## config.mk

```make
export PLATFORM = sky130hd
export DESIGN_NAME = stm_rx_monitor_flat
export DESIGN_NICKNAME = d
export VERILOG_FILES = /design/src/logic/stm_pkg.sv /design/src/logic/stm_link_if.sv /design/src/logic/stm_rx_monitor.sv /design/src/logic/stm_fifo.sv /design/src/flat_wrapper.sv
export SDC_FILE = /design/constraint.sdc
export NUM_CORES = 2
export LEC_CHECK = 0
export ABC_AREA = 1
export BUFFER_PORTS_ARGS = -buffer_cell sky130_fd_sc_hd__buf_2
export CORE_MARGIN = 8
export CORE_UTILIZATION = 50
export DETAILED_ROUTE_END_ITERATION = 10
export HOLD_SLACK_MARGIN = 0.05
export PLACE_DENSITY_LB_ADDON = 0.3
export SLEW_MARGIN = 20
export SYNTH_ARGS = -nofsm -noshare
export SYNTH_HDL_FRONTEND = slang
export SYNTH_SLANG_ARGS = --single-unit
export TNS_END_PERCENT = 20
```

## constraint.sdc

```tcl
create_clock -name clk -period 54.6 [get_ports clk]
set_input_delay 2.73 -clock clk [delete_from_list [all_inputs] [get_ports clk]]
set_output_delay 2.73 -clock clk [all_outputs]
set_load 0.005 [all_outputs]
```

## src/logic/stm_pkg.sv

```systemverilog
// Shared constants, types and the pattern function for the lane test monitor.
package stm_pkg;
  localparam int LANES = 8;
  localparam int TALLY_W = 24;
  localparam int FIFO_DEPTH = 4;
  localparam int SAMPLE_W = 23;
  localparam logic [11:0] A_LANE_INVERT = 12'h234;
  localparam logic [11:0] A_EQ_BOOST_LO = 12'h240;
  localparam logic [11:0] A_EQ_BOOST_HI = 12'h241;
  localparam logic [11:0] A_LOOP_MASK = 12'h250;
  localparam logic [11:0] A_LOOP_CTRL = 12'h251;
  localparam logic [11:0] A_PAT_LANE_EN = 12'h315;
  localparam logic [11:0] A_PAT_CTRL = 12'h316;
  localparam logic [11:0] A_PAT_LIMIT0 = 12'h317;
  localparam logic [11:0] A_PAT_LIMIT1 = 12'h318;
  localparam logic [11:0] A_PAT_LIMIT2 = 12'h319;
  localparam logic [11:0] A_PAT_TALLY0 = 12'h31a;
  localparam logic [11:0] A_PAT_TALLY1 = 12'h31b;
  localparam logic [11:0] A_PAT_TALLY2 = 12'h31c;
  localparam logic [11:0] A_PAT_LANE_OK = 12'h31d;
  localparam logic [11:0] A_TPL_CTRL = 12'h32c;
  localparam logic [11:0] A_TPL_REF_LO = 12'h32d;
  localparam logic [11:0] A_TPL_REF_HI = 12'h32e;
  localparam logic [11:0] A_TPL_RESULT = 12'h32f;
  localparam logic [11:0] A_CG_LOCKED = 12'h470;
  localparam logic [11:0] A_LANE_ALIGNED = 12'h473;
  localparam logic [11:0] A_READ_QUAL = 12'h476;
  localparam logic [11:0] A_ILAS_MODE = 12'h477;
  localparam logic [11:0] A_ERR_CTRL0 = 12'h480;
  localparam logic [11:0] A_ERR_HOLD0 = 12'h488;
  localparam logic [11:0] A_ERR_COUNT0 = 12'h4a0;
  localparam int B_PAT_CLEAR = 0;
  localparam int B_PAT_RUN = 1;
  localparam int B_LOOP_SYNC_INIT = 0;
  localparam int B_LOOP_HALF = 1;
  localparam int B_TPL_EN = 0;
  localparam int B_TPL_CLEAR = 1;
  localparam int B_TPL_IQ = 6;
  localparam int B_READ_QUAL = 4;
  localparam int B_ILAS_MODE = 7;
  localparam int ERR_UEK = 0;
  localparam int ERR_NIT = 1;
  localparam int ERR_BDE = 2;
  localparam logic [7:0] ERR_CTRL_RESET = 8'h3f;
  localparam logic [7:0] ERR_TERMINAL = 8'hff;
  localparam logic [2:0] CGS_K_NEEDED = 3'h4;
  localparam logic [1:0] SEL_PRBS7 = 2'h0;
  localparam logic [1:0] SEL_PRBS15 = 2'h1;
  localparam logic [1:0] SEL_PRBS31 = 2'h2;
  localparam logic [30:0] PRBS_SEED = 31'h7fffffff;

  typedef enum logic [4:0] {
    STM_TX_IDLE = 5'b00001,
    STM_TX_PRBS = 5'b00010,
    STM_TX_CGS = 5'b00100,
    STM_TX_ILAS = 5'b01000,
    STM_TX_SHORT_TRANSPORT_CHECK = 5'b10000
  } stm_tx_mode_t;

  // Next pattern bit; history s[0] is the newest bit.
  function automatic logic stm_prbs_bit(input logic [30:0] s, input logic [1:0] sel);
    unique case (sel)
      SEL_PRBS7: stm_prbs_bit = s[6] ^ s[5];
      SEL_PRBS15: stm_prbs_bit = s[14] ^ s[13];
      default: stm_prbs_bit = s[30] ^ s[27];
    endcase
  endfunction

  function automatic logic [4:0] stm_prbs_order(input logic [1:0] sel);
    unique case (sel)
      SEL_PRBS7: stm_prbs_order = 5'd7;
      SEL_PRBS15: stm_prbs_order = 5'd15;
      default: stm_prbs_order = 5'd31;
    endcase
  endfunction
endpackage

```

## src/logic/stm_link_if.sv

```systemverilog
// Link between the lane transmitter and the receiver test monitor.
`timescale 1ns/1ps
interface stm_link_if;
  logic [7:0] lane_bit;
  logic [7:0] lane_k;
  logic [7:0] lane_ilas;
  logic [7:0] err_nit;
  logic [7:0] err_disp;
  logic [7:0] err_uek;
  logic sync_request_out;
  logic sample_valid;
  logic sample_ready;
  logic [15:0] sample_data;
  logic [1:0] sample_conv;
  logic sample_iq;
  logic [3:0] sample_index;
  modport dev(input lane_bit, lane_k, lane_ilas, err_nit, err_disp, err_uek, sample_valid,
    sample_data, sample_conv, sample_iq, sample_index, output sync_request_out, sample_ready);
  modport tx(output lane_bit, lane_k, lane_ilas, err_nit, err_disp, err_uek, sample_valid,
    sample_data, sample_conv, sample_iq, sample_index, input sync_request_out, sample_ready);
endinterface

```

## src/logic/stm_rx_monitor.sv

```systemverilog
// Receiver-side lane test and error monitor with its register file.
`timescale 1ns/1ps
module stm_rx_monitor
  import stm_pkg::*;
(
  input wire logic clk,
  input wire logic rst,
  input wire logic reg_wr,
  input wire logic [11:0] reg_addr,
  input wire logic [7:0] reg_wdata,
  output logic [7:0] reg_rdata,
  stm_link_if.dev link
);
  import stm_pkg::*;

  logic [7:0] lane_inv_reg, eq_lo_reg, eq_hi_reg, loop_mask_reg, loop_ctrl_reg;
  logic [7:0] pat_en_reg, pat_ctrl_reg, tpl_ctrl_reg, ref_lo_reg, ref_hi_reg;
  logic [7:0] qual_reg, ilas_mode_reg;
  logic [23:0] limit_reg;
  logic tpl_iq_reg, tpl_fail_reg, run_prev_reg, running_reg, half_phase_reg;
  logic [7:0] err_ctrl_reg [LANES];
  logic [7:0] err_hold_reg [LANES];
  logic [7:0] err_cnt_reg [LANES][3];
  logic [LANES-1:0] nit_pend_reg, locked_reg, aligned_reg, pass_reg;
  logic [2:0] kcnt_reg [LANES];
  logic [30:0] hist_reg [LANES];
  logic [4:0] seed_reg [LANES];
  logic [TALLY_W-1:0] tally_reg [LANES];
  logic [30:0] gen_reg;

  wire [1:0] poly_sel = pat_ctrl_reg[3:2];
  wire [2:0] tally_sel = pat_ctrl_reg[6:4];
  wire pat_clear = pat_ctrl_reg[B_PAT_CLEAR];
  wire pat_run = pat_ctrl_reg[B_PAT_RUN];
  wire err_ctrl_hit = reg_wr && reg_addr[11:3] == A_ERR_CTRL0[11:3];
  wire err_hold_hit = reg_wr && reg_addr[11:3] == A_ERR_HOLD0[11:3];
  wire [2:0] wr_lane = reg_addr[2:0];
  wire [2:0] rd_lane = reg_addr[4:2];
  wire [1:0] rd_type = reg_addr[1:0];
  wire [7:0] rx_bits;
  wire [7:0] bde_event;
  wire [SAMPLE_W-1:0] fifo_out;
  wire fifo_valid;
  wire tpl_ready = tpl_ctrl_reg[B_TPL_EN];
  wire [15:0] expected = {ref_hi_reg, ref_lo_reg};
  wire tpl_pick = fifo_out[6:5] == tpl_ctrl_reg[3:2] && fifo_out[4] == tpl_iq_reg
    && fifo_out[3:0] == tpl_ctrl_reg[7:4];
  wire tpl_miss = tpl_ready && fifo_valid && tpl_pick && fifo_out[22:7] != expected;

  stm_fifo #(.WIDTH(SAMPLE_W), .DEPTH(FIFO_DEPTH)) u_sample_fifo (
    .clk(clk),
    .rst(rst),
    .in_valid(link.sample_valid),
    .in_ready(link.sample_ready),
    .in_data({link.sample_data, link.sample_conv, link.sample_iq, link.sample_index}),
    .out_valid(fifo_valid),
    .out_ready(tpl_ready),
    .out_data(fifo_out)
  );

  // Looped lanes take the internal generator instead of the pins.
  assign rx_bits = ((loop_mask_reg & {8{gen_reg[0]}}) | (~loop_mask_reg & link.lane_bit))
    ^ lane_inv_reg;
  // A disparity beside an invalid code is dropped; with the qualifier a run of invalid
  // codes yields one disparity on the next clean character.
  assign bde_event = (link.err_disp & ~link.err_nit)
    | ({8{qual_reg[B_READ_QUAL]}} & nit_pend_reg & ~link.err_nit);

  always_ff @(posedge clk or posedge rst) begin
    if (rst) begin
      lane_inv_reg <= 8'h00;
      eq_lo_reg <= 8'h00;
      eq_hi_reg <= 8'h00;
      loop_mask_reg <= 8'h00;
      loop_ctrl_reg <= 8'h00;
      pat_en_reg <= 8'h00;
      pat_ctrl_reg <= 8'h00;
      limit_reg <= 24'h000000;
      tpl_ctrl_reg <= 8'h00;
      ref_lo_reg <= 8'h00;
      ref_hi_reg <= 8'h00;
      tpl_iq_reg <= 1'b0;
      qual_reg <= 8'h00;
      ilas_mode_reg <= 8'h00;
      for (int n = 0; n < LANES; n++) begin
        err_ctrl_reg[n] <= ERR_CTRL_RESET;
        err_hold_reg[n] <= 8'h00;
      end
    end else if (reg_wr) begin
      unique case (reg_addr)
        A_LANE_INVERT: lane_inv_reg <= reg_wdata;
        A_EQ_BOOST_LO: eq_lo_reg <= reg_wdata;
        A_EQ_BOOST_HI: eq_hi_reg <= reg_wdata;
        A_LOOP_MASK: loop_mask_reg <= reg_wdata;
        A_LOOP_CTRL: loop_ctrl_reg <= {6'h00, reg_wdata[1:0]};
        A_PAT_LANE_EN: pat_en_reg <= reg_wdata;
        A_PAT_CTRL: pat_ctrl_reg <= {1'b0, reg_wdata[6:0]};
        A_PAT_LIMIT0: limit_reg[7:0] <= reg_wdata;
        A_PAT_LIMIT1: limit_reg[15:8] <= reg_wdata;
        A_PAT_LIMIT2: limit_reg[23:16] <= reg_wdata;
        A_TPL_CTRL: tpl_ctrl_reg <= {reg_wdata[7:2], reg_wdata[1:0]};
        A_TPL_REF_LO: ref_lo_reg <= reg_wdata;
        A_TPL_REF_HI: ref_hi_reg <= reg_wdata;
        A_TPL_RESULT: tpl_iq_reg <= reg_wdata[B_TPL_IQ];
        A_READ_QUAL: qual_reg <= reg_wdata;
        A_ILAS_MODE: ilas_mode_reg <= reg_wdata;
        default: begin
          if (err_ctrl_hit) begin
            err_ctrl_reg[wr_lane] <= {2'h0, reg_wdata[5:0]};
          end
          if (err_hold_hit) begin
            err_hold_reg[wr_lane] <= {5'h00, reg_wdata[2:0]};
          end
        end
      endcase
    end
  end

  // Pattern checkers, run control and the loopback generator.
  always_ff @(posedge clk or posedge rst) begin
    if (rst) begin
      run_prev_reg <= 1'b0;
      running_reg <= 1'b0;
      half_phase_reg <= 1'b0;
      gen_reg <= PRBS_SEED;
      pass_reg <= 8'h00;
      for (int n = 0; n < LANES; n++) begin
        hist_reg[n] <= 31'h0;
        seed_reg[n] <= 5'h0;
        tally_reg[n] <= '0;
      end
    end else begin
      run_prev_reg <= pat_run;
      running_reg <= pat_run && (running_reg || !run_prev_reg);
      half_phase_reg <= !half_phase_reg;
      if (loop_ctrl_reg[B_LOOP_SYNC_INIT]) begin
        gen_reg <= PRBS_SEED;
      end else if (!loop_ctrl_reg[B_LOOP_HALF] || half_phase_reg) begin
        gen_reg <= {gen_reg[29:0], stm_prbs_bit(gen_reg, poly_sel)};
      end
      for (int n = 0; n < LANES; n++) begin
        pass_reg[n] <= tally_reg[n] <= limit_reg;
        if (pat_clear) begin
          seed_reg[n] <= 5'h0;
          tally_reg[n] <= '0;
        end else if (pat_en_reg[n]) begin
          hist_reg[n] <= {hist_reg[n][29:0], rx_bits[n]};
          if (seed_reg[n] < stm_prbs_order(poly_sel)) begin
            seed_reg[n] <= seed_reg[n] + 5'h1;
          end else if (running_reg && rx_bits[n] != stm_prbs_bit(hist_reg[n], poly_sel)
              && tally_reg[n] != '1) begin
            tally_reg[n] <= tally_reg[n] + 1'b1;
          end
        end
      end
    end
  end

  // Character error counters, code group lock and the sync request.
  always_ff @(posedge clk or posedge rst) begin
    if (rst) begin
      nit_pend_reg <= 8'h00;
      locked_reg <= 8'h00;
      aligned_reg <= 8'h00;
      link.sync_request_out <= 1'b1;
      for (int n = 0; n < LANES; n++) begin
        kcnt_reg[n] <= 3'h0;
        for (int t = 0; t < 3; t++) begin
          err_cnt_reg[n][t] <= 8'h00;
        end
      end
    end else begin
      link.sync_request_out <= !(&locked_reg);
      for (int n = 0; n < LANES; n++) begin
        if (link.err_nit[n]) begin
          nit_pend_reg[n] <= qual_reg[B_READ_QUAL];
        end else if (bde_event[n]) begin
          nit_pend_reg[n] <= 1'b0;
        end
        if (link.lane_k[n] && kcnt_reg[n] != CGS_K_NEEDED) begin
          kcnt_reg[n] <= kcnt_reg[n] + 3'h1;
        end else if (!link.lane_k[n] && link.sync_request_out) begin
          kcnt_reg[n] <= 3'h0;
        end
        locked_reg[n] <= kcnt_reg[n] == CGS_K_NEEDED;
        if (!locked_reg[n]) begin
          aligned_reg[n] <= 1'b0;
        end else if (link.lane_ilas[n]) begin
          // Outside ILAS test mode the aligned flag toggles on each alignment character.
          aligned_reg[n] <= ilas_mode_reg[B_ILAS_MODE] || !aligned_reg[n];
        end
        for (int t = 0; t < 3; t++) begin
          if (err_ctrl_reg[n][t]) begin
            err_cnt_reg[n][t] <= 8'h00;
          end else if (err_ctrl_reg[n][t+3] && (t == ERR_UEK ? link.err_uek[n] :
              t == ERR_NIT ? link.err_nit[n] : bde_event[n])) begin
            if (!(err_hold_reg[n][t] && err_cnt_reg[n][t] == ERR_TERMINAL)) begin
              err_cnt_reg[n][t] <= err_cnt_reg[n][t] + 8'h01;
            end
          end
        end
      end
    end
  end

  // Sample check result; a mismatch in the clearing cycle still sets the flag.
  always_ff @(posedge clk or posedge rst) begin
    if (rst) begin
      tpl_fail_reg <= 1'b0;
    end else if (tpl_miss) begin
      tpl_fail_reg <= 1'b1;
    end else if (tpl_ctrl_reg[B_TPL_CLEAR]) begin
      tpl_fail_reg <= 1'b0;
    end
  end

  logic [7:0] rd_mux;
  always_comb begin
    rd_mux = 8'h00;
    unique case (reg_addr)
      A_LANE_INVERT: rd_mux = lane_inv_reg;
      A_EQ_BOOST_LO: rd_mux = eq_lo_reg;
      A_EQ_BOOST_HI: rd_mux = eq_hi_reg;
      A_LOOP_MASK: rd_mux = loop_mask_reg;
      A_LOOP_CTRL: rd_mux = loop_ctrl_reg;
      A_PAT_LANE_EN: rd_mux = pat_en_reg;
      A_PAT_CTRL: rd_mux = pat_ctrl_reg;
      A_PAT_LIMIT0: rd_mux = limit_reg[7:0];
      A_PAT_LIMIT1: rd_mux = limit_reg[15:8];
      A_PAT_LIMIT2: rd_mux = limit_reg[23:16];
      A_PAT_TALLY0: rd_mux = tally_reg[tally_sel][7:0];
      A_PAT_TALLY1: rd_mux = tally_reg[tally_sel][15:8];
      A_PAT_TALLY2: rd_mux = tally_reg[tally_sel][23:16];
      A_PAT_LANE_OK: rd_mux = pass_reg;
      A_TPL_CTRL: rd_mux = tpl_ctrl_reg;
      A_TPL_REF_LO: rd_mux = ref_lo_reg;
      A_TPL_REF_HI: rd_mux = ref_hi_reg;
      A_TPL_RESULT: rd_mux = {1'b0, tpl_iq_reg, 5'h00, tpl_fail_reg};
      A_CG_LOCKED: rd_mux = locked_reg;
      A_LANE_ALIGNED: rd_mux = aligned_reg;
      A_READ_QUAL: rd_mux = qual_reg;
      A_ILAS_MODE: rd_mux = ilas_mode_reg;
      default: begin
        if (reg_addr[11:3] == A_ERR_CTRL0[11:3]) begin
          rd_mux = err_ctrl_reg[reg_addr[2:0]];
        end else if (reg_addr[11:3] == A_ERR_HOLD0[11:3]) begin
          rd_mux = err_hold_reg[reg_addr[2:0]];
        end else if (reg_addr[11:5] == A_ERR_COUNT0[11:5] && rd_type != 2'h3) begin
          rd_mux = err_cnt_reg[rd_lane][rd_type];
        end
      end
    endcase
  end

  always_ff @(posedge clk or posedge rst) begin
    if (rst) begin
      reg_rdata <= 8'h00;
    end else begin
      reg_rdata <= rd_mux;
    end
  end
endmodule // stm_rx_monitor

```

## src/logic/stm_fifo.sv

```systemverilog
// Small flip-flop FIFO with valid and ready on both sides.
`timescale 1ns/1ps
module stm_fifo #(
  parameter int WIDTH = 23,
  parameter int DEPTH = 4
) (
  input wire logic clk,
  input wire logic rst,
  input wire logic in_valid,
  output logic in_ready,
  input wire logic [WIDTH-1:0] in_data,
  output logic out_valid,
  input wire logic out_ready,
  output logic [WIDTH-1:0] out_data
);
  localparam int AW = $clog2(DEPTH);
  logic [WIDTH-1:0] mem_reg [DEPTH];
  logic [AW-1:0] wp_reg;
  logic [AW-1:0] rp_reg;
  logic [AW:0] count_reg;
  logic [AW:0] count_next;
  logic push;
  logic pop;
  assign push = in_valid && in_ready;
  assign pop = out_valid && out_ready;
  assign count_next = count_reg + (AW+1)'(push) - (AW+1)'(pop);
  assign out_data = mem_reg[rp_reg];
  always_ff @(posedge clk or posedge rst) begin
    if (rst) begin
      wp_reg <= '0;
      rp_reg <= '0;
      count_reg <= '0;
      in_ready <= 1'b1;
      out_valid <= 1'b0;
    end else begin
      if (push) begin
        wp_reg <= (wp_reg == AW'(DEPTH-1)) ? '0 : wp_reg + 1'b1;
      end
      if (pop) begin
        rp_reg <= (rp_reg == AW'(DEPTH-1)) ? '0 : rp_reg + 1'b1;
      end
      count_reg <= count_next;
      in_ready <= count_next != (AW+1)'(DEPTH);
      out_valid <= count_next != '0;
    end
  end
  always_ff @(posedge clk) begin
    if (push) begin
      mem_reg[wp_reg] <= in_data;
    end
  end
endmodule // stm_fifo

```

## src/flat_wrapper.sv

```systemverilog
// flat-port wrapper written by rule: the top's interface ports become plain ports
module stm_rx_monitor_flat import stm_pkg::*;
  (clk, rst, reg_wr, reg_addr, reg_wdata, reg_rdata, link_lane_bit, link_lane_k, link_lane_ilas, link_err_nit, link_err_disp, link_err_uek, link_sample_valid, link_sample_data, link_sample_conv, link_sample_iq, link_sample_index, link_sync_request_out, link_sample_ready);
  stm_link_if link_i ();
  input wire logic clk;
  input wire logic rst;
  input wire logic reg_wr;
  input wire logic [11:0] reg_addr;
  input wire logic [7:0] reg_wdata;
  output logic [7:0] reg_rdata;
  input wire logic [$bits(link_i.lane_bit)-1:0] link_lane_bit;
  input wire logic [$bits(link_i.lane_k)-1:0] link_lane_k;
  input wire logic [$bits(link_i.lane_ilas)-1:0] link_lane_ilas;
  input wire logic [$bits(link_i.err_nit)-1:0] link_err_nit;
  input wire logic [$bits(link_i.err_disp)-1:0] link_err_disp;
  input wire logic [$bits(link_i.err_uek)-1:0] link_err_uek;
  input wire logic [$bits(link_i.sample_valid)-1:0] link_sample_valid;
  input wire logic [$bits(link_i.sample_data)-1:0] link_sample_data;
  input wire logic [$bits(link_i.sample_conv)-1:0] link_sample_conv;
  input wire logic [$bits(link_i.sample_iq)-1:0] link_sample_iq;
  input wire logic [$bits(link_i.sample_index)-1:0] link_sample_index;
  output wire logic [$bits(link_i.sync_request_out)-1:0] link_sync_request_out;
  output wire logic [$bits(link_i.sample_ready)-1:0] link_sample_ready;
  assign link_i.lane_bit = link_lane_bit;
  assign link_i.lane_k = link_lane_k;
  assign link_i.lane_ilas = link_lane_ilas;
  assign link_i.err_nit = link_err_nit;
  assign link_i.err_disp = link_err_disp;
  assign link_i.err_uek = link_err_uek;
  assign link_i.sample_valid = link_sample_valid;
  assign link_i.sample_data = link_sample_data;
  assign link_i.sample_conv = link_sample_conv;
  assign link_i.sample_iq = link_sample_iq;
  assign link_i.sample_index = link_sample_index;
  assign link_sync_request_out = link_i.sync_request_out;
  assign link_sample_ready = link_i.sample_ready;
  stm_rx_monitor u_core (.clk(clk), .rst(rst), .reg_wr(reg_wr), .reg_addr(reg_addr), .reg_wdata(reg_wdata), .reg_rdata(reg_rdata), .link(link_i));
endmodule
```

; Yosys cells after proc, flatten, opt, wreduce, memory -nomap -nowiden
; Memory sizes are Yosys's and may differ from the RTL's.
; Cells that the tools add are included.
[totals]
register_bits = 1023
ram_bits = 92
in_bits = 95
out_inout_bits = 10
wordCells = 879
n_memories = 1
[classes]
addsub = 52
n_lt_le_gt_ge = 21
eq_ne = 130
n_mux = 257
bitwise_logic = 43
reduce_logical = 257
[mem_list]
columns = memory, depth, word_bits, rd, rd_clocked_by_memory_dff, write_ports, line_no
row1 = u_core.u_sample_fifo.mem_reg, 4, 23, 1, 0, 1, stm_fifo.sv:17  ; logic [WIDTH-1:0] mem_reg [DEPTH];
[op_table]
columns = operator, n
row1 = $mux 24, 36
row2 = $mux 8, 82
row3 = $eq 12x10->1 const B, 18
row4 = $mux 5, 40
row5 = $add 24x1->24 const B, 8
row6 = $add 8x1->8 const B, 24
row7 = $eq 8x8->1 const B, 24
row8 = $le 24x24->1, 8
row9 = $ne 24x24->1 const B, 8
row10 = $pmux 8 s22, 1
row11 = $bmux 24 s3, 2
row12 = $reduce_bool 2->1, 66
row13 = $bwmux 64, 2
row14 = $reduce_and 2->1, 56
row15 = $logic_and 1x1->1, 91
row16 = $ne 2x1->1 const B, 32
row17 = $mux 31, 2
row18 = $mux 1, 60
row19 = $bmux 8 s3, 2
row20 = $eq 12x11->1 const B, 4
row21 = $mux 3, 16
row22 = $add 5x1->5 const B, 8
row23 = $and 8x8->8, 5
row24 = $lt 5x5->1, 8
row25 = 38 further kinds, 157

; Logic depth before layout (Yosys ltp)
[depth]
ltp_word = 15
mapped_depth = 14
ltp_nobuf = 12

; Modules after synthesis
; From an unflattened synthesis, not the netlist that was laid out.
[hier_totals]
hier_cells = 8030
hier_area_um2 = 61251.2
[modules_own_cells]
columns = module, n_inst, cells_per_inst, area_each_um2, seq_area_each_um2
row1 = stm_rx_monitor, 1, 7708, 57168.6, 24073.1
row2 = stm_fifo, 1, 322, 4082.7, 2989.1

; Worst setup path after synthesis
; No wires, ideal clock.
[synth_timing]
path_type = input to register
start = input port link_sample_valid
end = register u_core.u_sample_fifo.out_valid
t_arrival_ps = 4192
required_ps = 54473
path_slack_ps = 50281
path_stages = 8
n_path_buf = 0
cell_sequence = nand2_1 ha_1 inv_1 ha_1 fa_1 xnor2_1 xor2_1 nand3b_1
[synth_via]
elab_chain_cells = 4
[synth_rtl]
columns = element, line_no
row1 = from (decl), flat_wrapper.sv:17  ; input wire logic [$bits(link_i.sample_valid)-1:0] link_sample_valid;
row2 = $logic_and 1x1->1, stm_fifo.sv:24  ; assign push = in_valid && in_ready;
row3 = $add 3x1->3, stm_fifo.sv:26  ; assign count_next = count_reg + (AW+1)'(push) - (AW+1)'(pop);
row4 = $sub 3x1->3, stm_fifo.sv:26
row5 = via u_core.u_sample_fifo.count_next[2], stm_fifo.sv:21  ; logic [AW:0] count_next;
row6 = $reduce_bool 3->1, stm_fifo.sv:44  ; out_valid <= count_next != '0;
row7 = to (signal assigned), stm_fifo.sv:34  ; out_valid <= 1'b0;
row8 = to (signal assigned), stm_fifo.sv:44
row9 = to (decl), stm_fifo.sv:12  ; output logic out_valid,
; The timed path passes the listed nets, and every way through them passes these cells.
; A chain may end at the register's enable or synchronous reset.

==> metrics.txt <==
Peak supply drop 35.2 µV; total iterations of the first detailed-routing run 9; CTS buffer count 114; Placeable Area 0.122 mm²; average size of a mapped cell 7.59 µm²; final worst clock skew 0.0984 ns; Initial Util 50.4%; number of synthesized flops with an enable pin 92; adder and majority gate portion of the synthesized area 5.56%; end of the worst register-to-register path u_core.tally_reg[98]$_DFFE_PP0P_; source of the worst hold timing path u_core.half_phase_reg$_DFF_PP0_; Die Height 366 µm; Total Die Area 0.134 mm²; register bit count reported by yosys 1059; worst slew margin relative to its limit 9.36%; count of cells along the worst register-to-register path 10; fraction of final layout cells with drive strength greater than 1 6.38%; sequential area share after synthesis 44.2%; WP data arrival 6.49 ns; crit path max fanout 149; portion of synthesized cell area occupied by the leading cell type 36.2%; worst-margin pin slew 1.36 ns; routed via count divided by cell count 5.72; TritonCTS clock tree done; overall die width 366 µm; relative contribution of sequential cells to total power 46.8%; Hold Path Class reg -> reg; total via count after detailed routing 56000; dpl cell area 0.0630 mm²; biggest area consumer among synthesized cells sky130_fd_sc_hd__dfrtp_1; buffers inserted by post-CTS timing repair 0; synth warn 0; element type at the critical path end async pin; sequential cell area 0.0271 mm²; area of the mapped netlist 0.0613 mm²; RD Place Congestion 1.01; family of cells with the greatest summed delay on the critical path buffers and inverters; total nets after synthesis 8442; clk sink count 1059; DRC errors left 0; async set or reset register ratio after synthesis 91.3%; setup violators final 0; maximum clock path buffer count 3; CTS H-tree depth 3; Final min period 5.69 ns; power density over cell area 27.4 mW/mm²; most frequent cell on the critical path sky130_fd_sc_hd__buf_4; xor and xnor fraction of the mapped netlist area 3.13%; total count of max-transition violations in the final report 0; final std cell area, no fill 0.0671 mm²; clock latency at the later pin of the worst-skew pair 0.80 ns; cells along the critical path buf_2 > inv_8 > buf_4 > buf_12 > buf_4 > buf_4; CP required 55.40 ns; most common cell in the netlist sky130_fd_sc_hd__nand2_1; clock slew at reported path FFs 0.06 ns; startpoint class of the critical path input port; post-synthesis cell type count 53; total track usage 28.3%; prevailing post-synth register cell sky130_fd_sc_hd__dfrtp_1; total overflow reported by the global router 0; synthesized-area fraction occupied by ao, oa, aoi and oai cells 10.5%; simple-gate share of the synthesized area 28.8%; switching power as a share of total power 25.1%; post-synthesis mux area share 0.0919%; crit share post-route 10.4%; quantity of gates resized following cts 0; number of filler instances in the final layout 11300; end-of-flow core utilization 55.2%; reg2reg setup slack 50.72 ns; cell at the slowest stage of the critical path sky130_fd_sc_hd__buf_4; number of flip-flops in the largest register 248; Detail Route Antenna Nets 0; multi-input combinational cell area 0.0295 mm²; Syn Inst Count 8075; max capacitance violation total 0; fraction of power consumed by the clock network 45.7%; area added between synthesis and finish 9.52%; I/O pin total 105; peak clock frequency supported by timing 176 MHz; total detailed-routing wirelength 196 mm; Final Total Pwr 1.84 mW; count of hold-fix buffers inserted at cts 0; Core Rows 128; largest family of logic cells by synthesized area simple AND/OR/NAND/NOR gates; number of buffers inserted by port buffering 104; number of antenna violations at the first check in global routing 10; Min Hold Slack 0.433 ns; Total Neg Setup Slack 0 ns; count of endpoints failing hold in the final timing report 0; WHS Path Cells 1; power dissipated by switching net loads 463 µW; cell types occupying the most area after synthesis sky130_fd_sc_hd__dfrtp_1 (36%), sky130_fd_sc_hd__nand2_1 (13%), sky130_fd_sc_hd__nand3_1 (7.2%), sky130_fd_sc_hd__ha_1 (5.5%), sky130_fd_sc_hd__inv_1 (5.5%); number of buffer and inverter instances along the worst setup path 6; drt first-iter violations 6825; Endpoint, Worst Hold u_core.half_phase_reg$_DFF_PP0_; Internal Dissipation 1.38 mW; delay of the slowest cell on the worst path 0.77 ns; Static Leakage 31.9 nW; routed len/inst 20.1 µm; most frequent cells after synthesis sky130_fd_sc_hd__nand2_1 (2120), sky130_fd_sc_hd__inv_1 (902), sky130_fd_sc_hd__dfrtp_1 (886), sky130_fd_sc_hd__nand3_1 (878), sky130_fd_sc_hd__nor2_1 (666); number of nets in the final layout 8415; total half-perimeter wirelength after legalization and detailed placement 140 mm; worst setup path class in -> async; wire length of the first global-routing pass 303 mm; maximum number of pins on one net before global-route repair 239; via count of the first global-routing pass 51200; outcome finished, final reports clean; setup repair after global routing missed its margin no; root buffer selected by CTS sky130_fd_sc_hd__clkbuf_16; combinational fraction of design power 7.5%; Reg-to-Reg Start u_core.pat_ctrl_reg[3]$_DFFE_PP0P_
[through the flow]
stage | instances | setup slack, ns
4_1_cts | 9773 | 48.82
5_1_grt | 9773 | 48.38
6_report | 9779 | 48.91
3_3_place_gp | 9557 | 48.03
2_1_floorplan | 8075 | 24.80
3_5_place_dp | 9557 | 48.00
[layer usage]
layer / vias to the layer above / routed length (µm) / part of all wire [%] / GRT usage, %
li1: 26500 / - / - / -
met5: - / 74 / 0.038 / 0
met1: 26500 / 87300 / 44 / 41.7
met4: 10 / 7150 / 3.6 / 9.24
met3: 437 / 20000 / 10 / 6.31
met2: 2496 / 82000 / 42 / 41.2
[worst max-delay path by stage]
stage / slack [ns] / cells past startpoint / start / to
2_1_floorplan: 24.80 / 1 / rst / u_core.aligned_reg[0]$_DFFE_PP0P_
3_3_place_gp: 48.03 / 6 / rst / u_core.kcnt_reg[18]$_DFFE_PP0P_
3_5_place_dp: 48.00 / 6 / rst / u_core.kcnt_reg[17]$_DFFE_PP0P_
4_1_cts: 48.82 / 6 / rst / u_core.kcnt_reg[19]$_DFFE_PP0P_
5_1_grt: 48.38 / 6 / rst / u_core.kcnt_reg[19]$_DFFE_PP0P_
6_report: 48.91 / 6 / rst / u_core.kcnt_reg[19]$_DFFE_PP0P_
[layout make-up]
class	instances	area share [%]
multi-input combinational	5799	43.9
sequential	1059	40.3
inverter	924	5.19
clock buffer	148	4.71
tap	1625	3.03
clock inverter	68	1.45
timing repair buffer	150	1.33
antenna	6	0.0224
[layout by cell type (no fill, tap or decap), types with 18 or more instances in the layout]
cell,synthesis,final
sky130_fd_sc_hd__nor2_1,666,659
sky130_fd_sc_hd__dfstp_2,81,81
sky130_fd_sc_hd__xnor2_1,32,32
sky130_fd_sc_hd__nand2_2,12,18
sky130_fd_sc_hd__nand3_1,878,878
sky130_fd_sc_hd__clkinv_2,0,26
sky130_fd_sc_hd__buf_4,13,44
sky130_fd_sc_hd__xor2_1,187,187
sky130_fd_sc_hd__a22oi_1,49,49
sky130_fd_sc_hd__o31ai_1,43,43
sky130_fd_sc_hd__nor2_2,15,20
sky130_fd_sc_hd__ha_1,271,271
sky130_fd_sc_hd__clkbuf_16,0,115
sky130_fd_sc_hd__nand4_1,178,178
sky130_fd_sc_hd__o211ai_1,33,33
sky130_fd_sc_hd__inv_1,902,898
sky130_fd_sc_hd__nor3_1,165,165
sky130_fd_sc_hd__a31oi_1,24,24
sky130_fd_sc_hd__o21ai_1,80,80
sky130_fd_sc_hd__nand3b_1,30,30
sky130_fd_sc_hd__edfxtp_1,92,92
sky130_fd_sc_hd__dfrtp_1,886,884
sky130_fd_sc_hd__o21ai_0,553,553
sky130_fd_sc_hd__a21oi_1,344,344
sky130_fd_sc_hd__bufinv_16,0,18
sky130_fd_sc_hd__nand2_1,2120,2114
sky130_fd_sc_hd__buf_2,68,104
[power groups by stage]
stage	combinational [mW]	clock, mW	sequential (mW)
after floorplan	0.0919	0	0.871
after global placement	0.131	0	0.875
after detailed placement	0.136	0	0.876
after CTS	0.137	0.856	0.862
after global routing	0.155	0.887	0.866
final	0.137	0.843	0.862
[cells by family after synthesis]
group / count (synthesis)
adders and majority gates: 272
xor gates and xnor gates: 219
AOI/OAI and AO/OA: 1183
muxes: 5
and+or+nand+nor: 4120
buffers and inverters: 1217
DFF: 1059
Power figures use the tool's default switching activity.
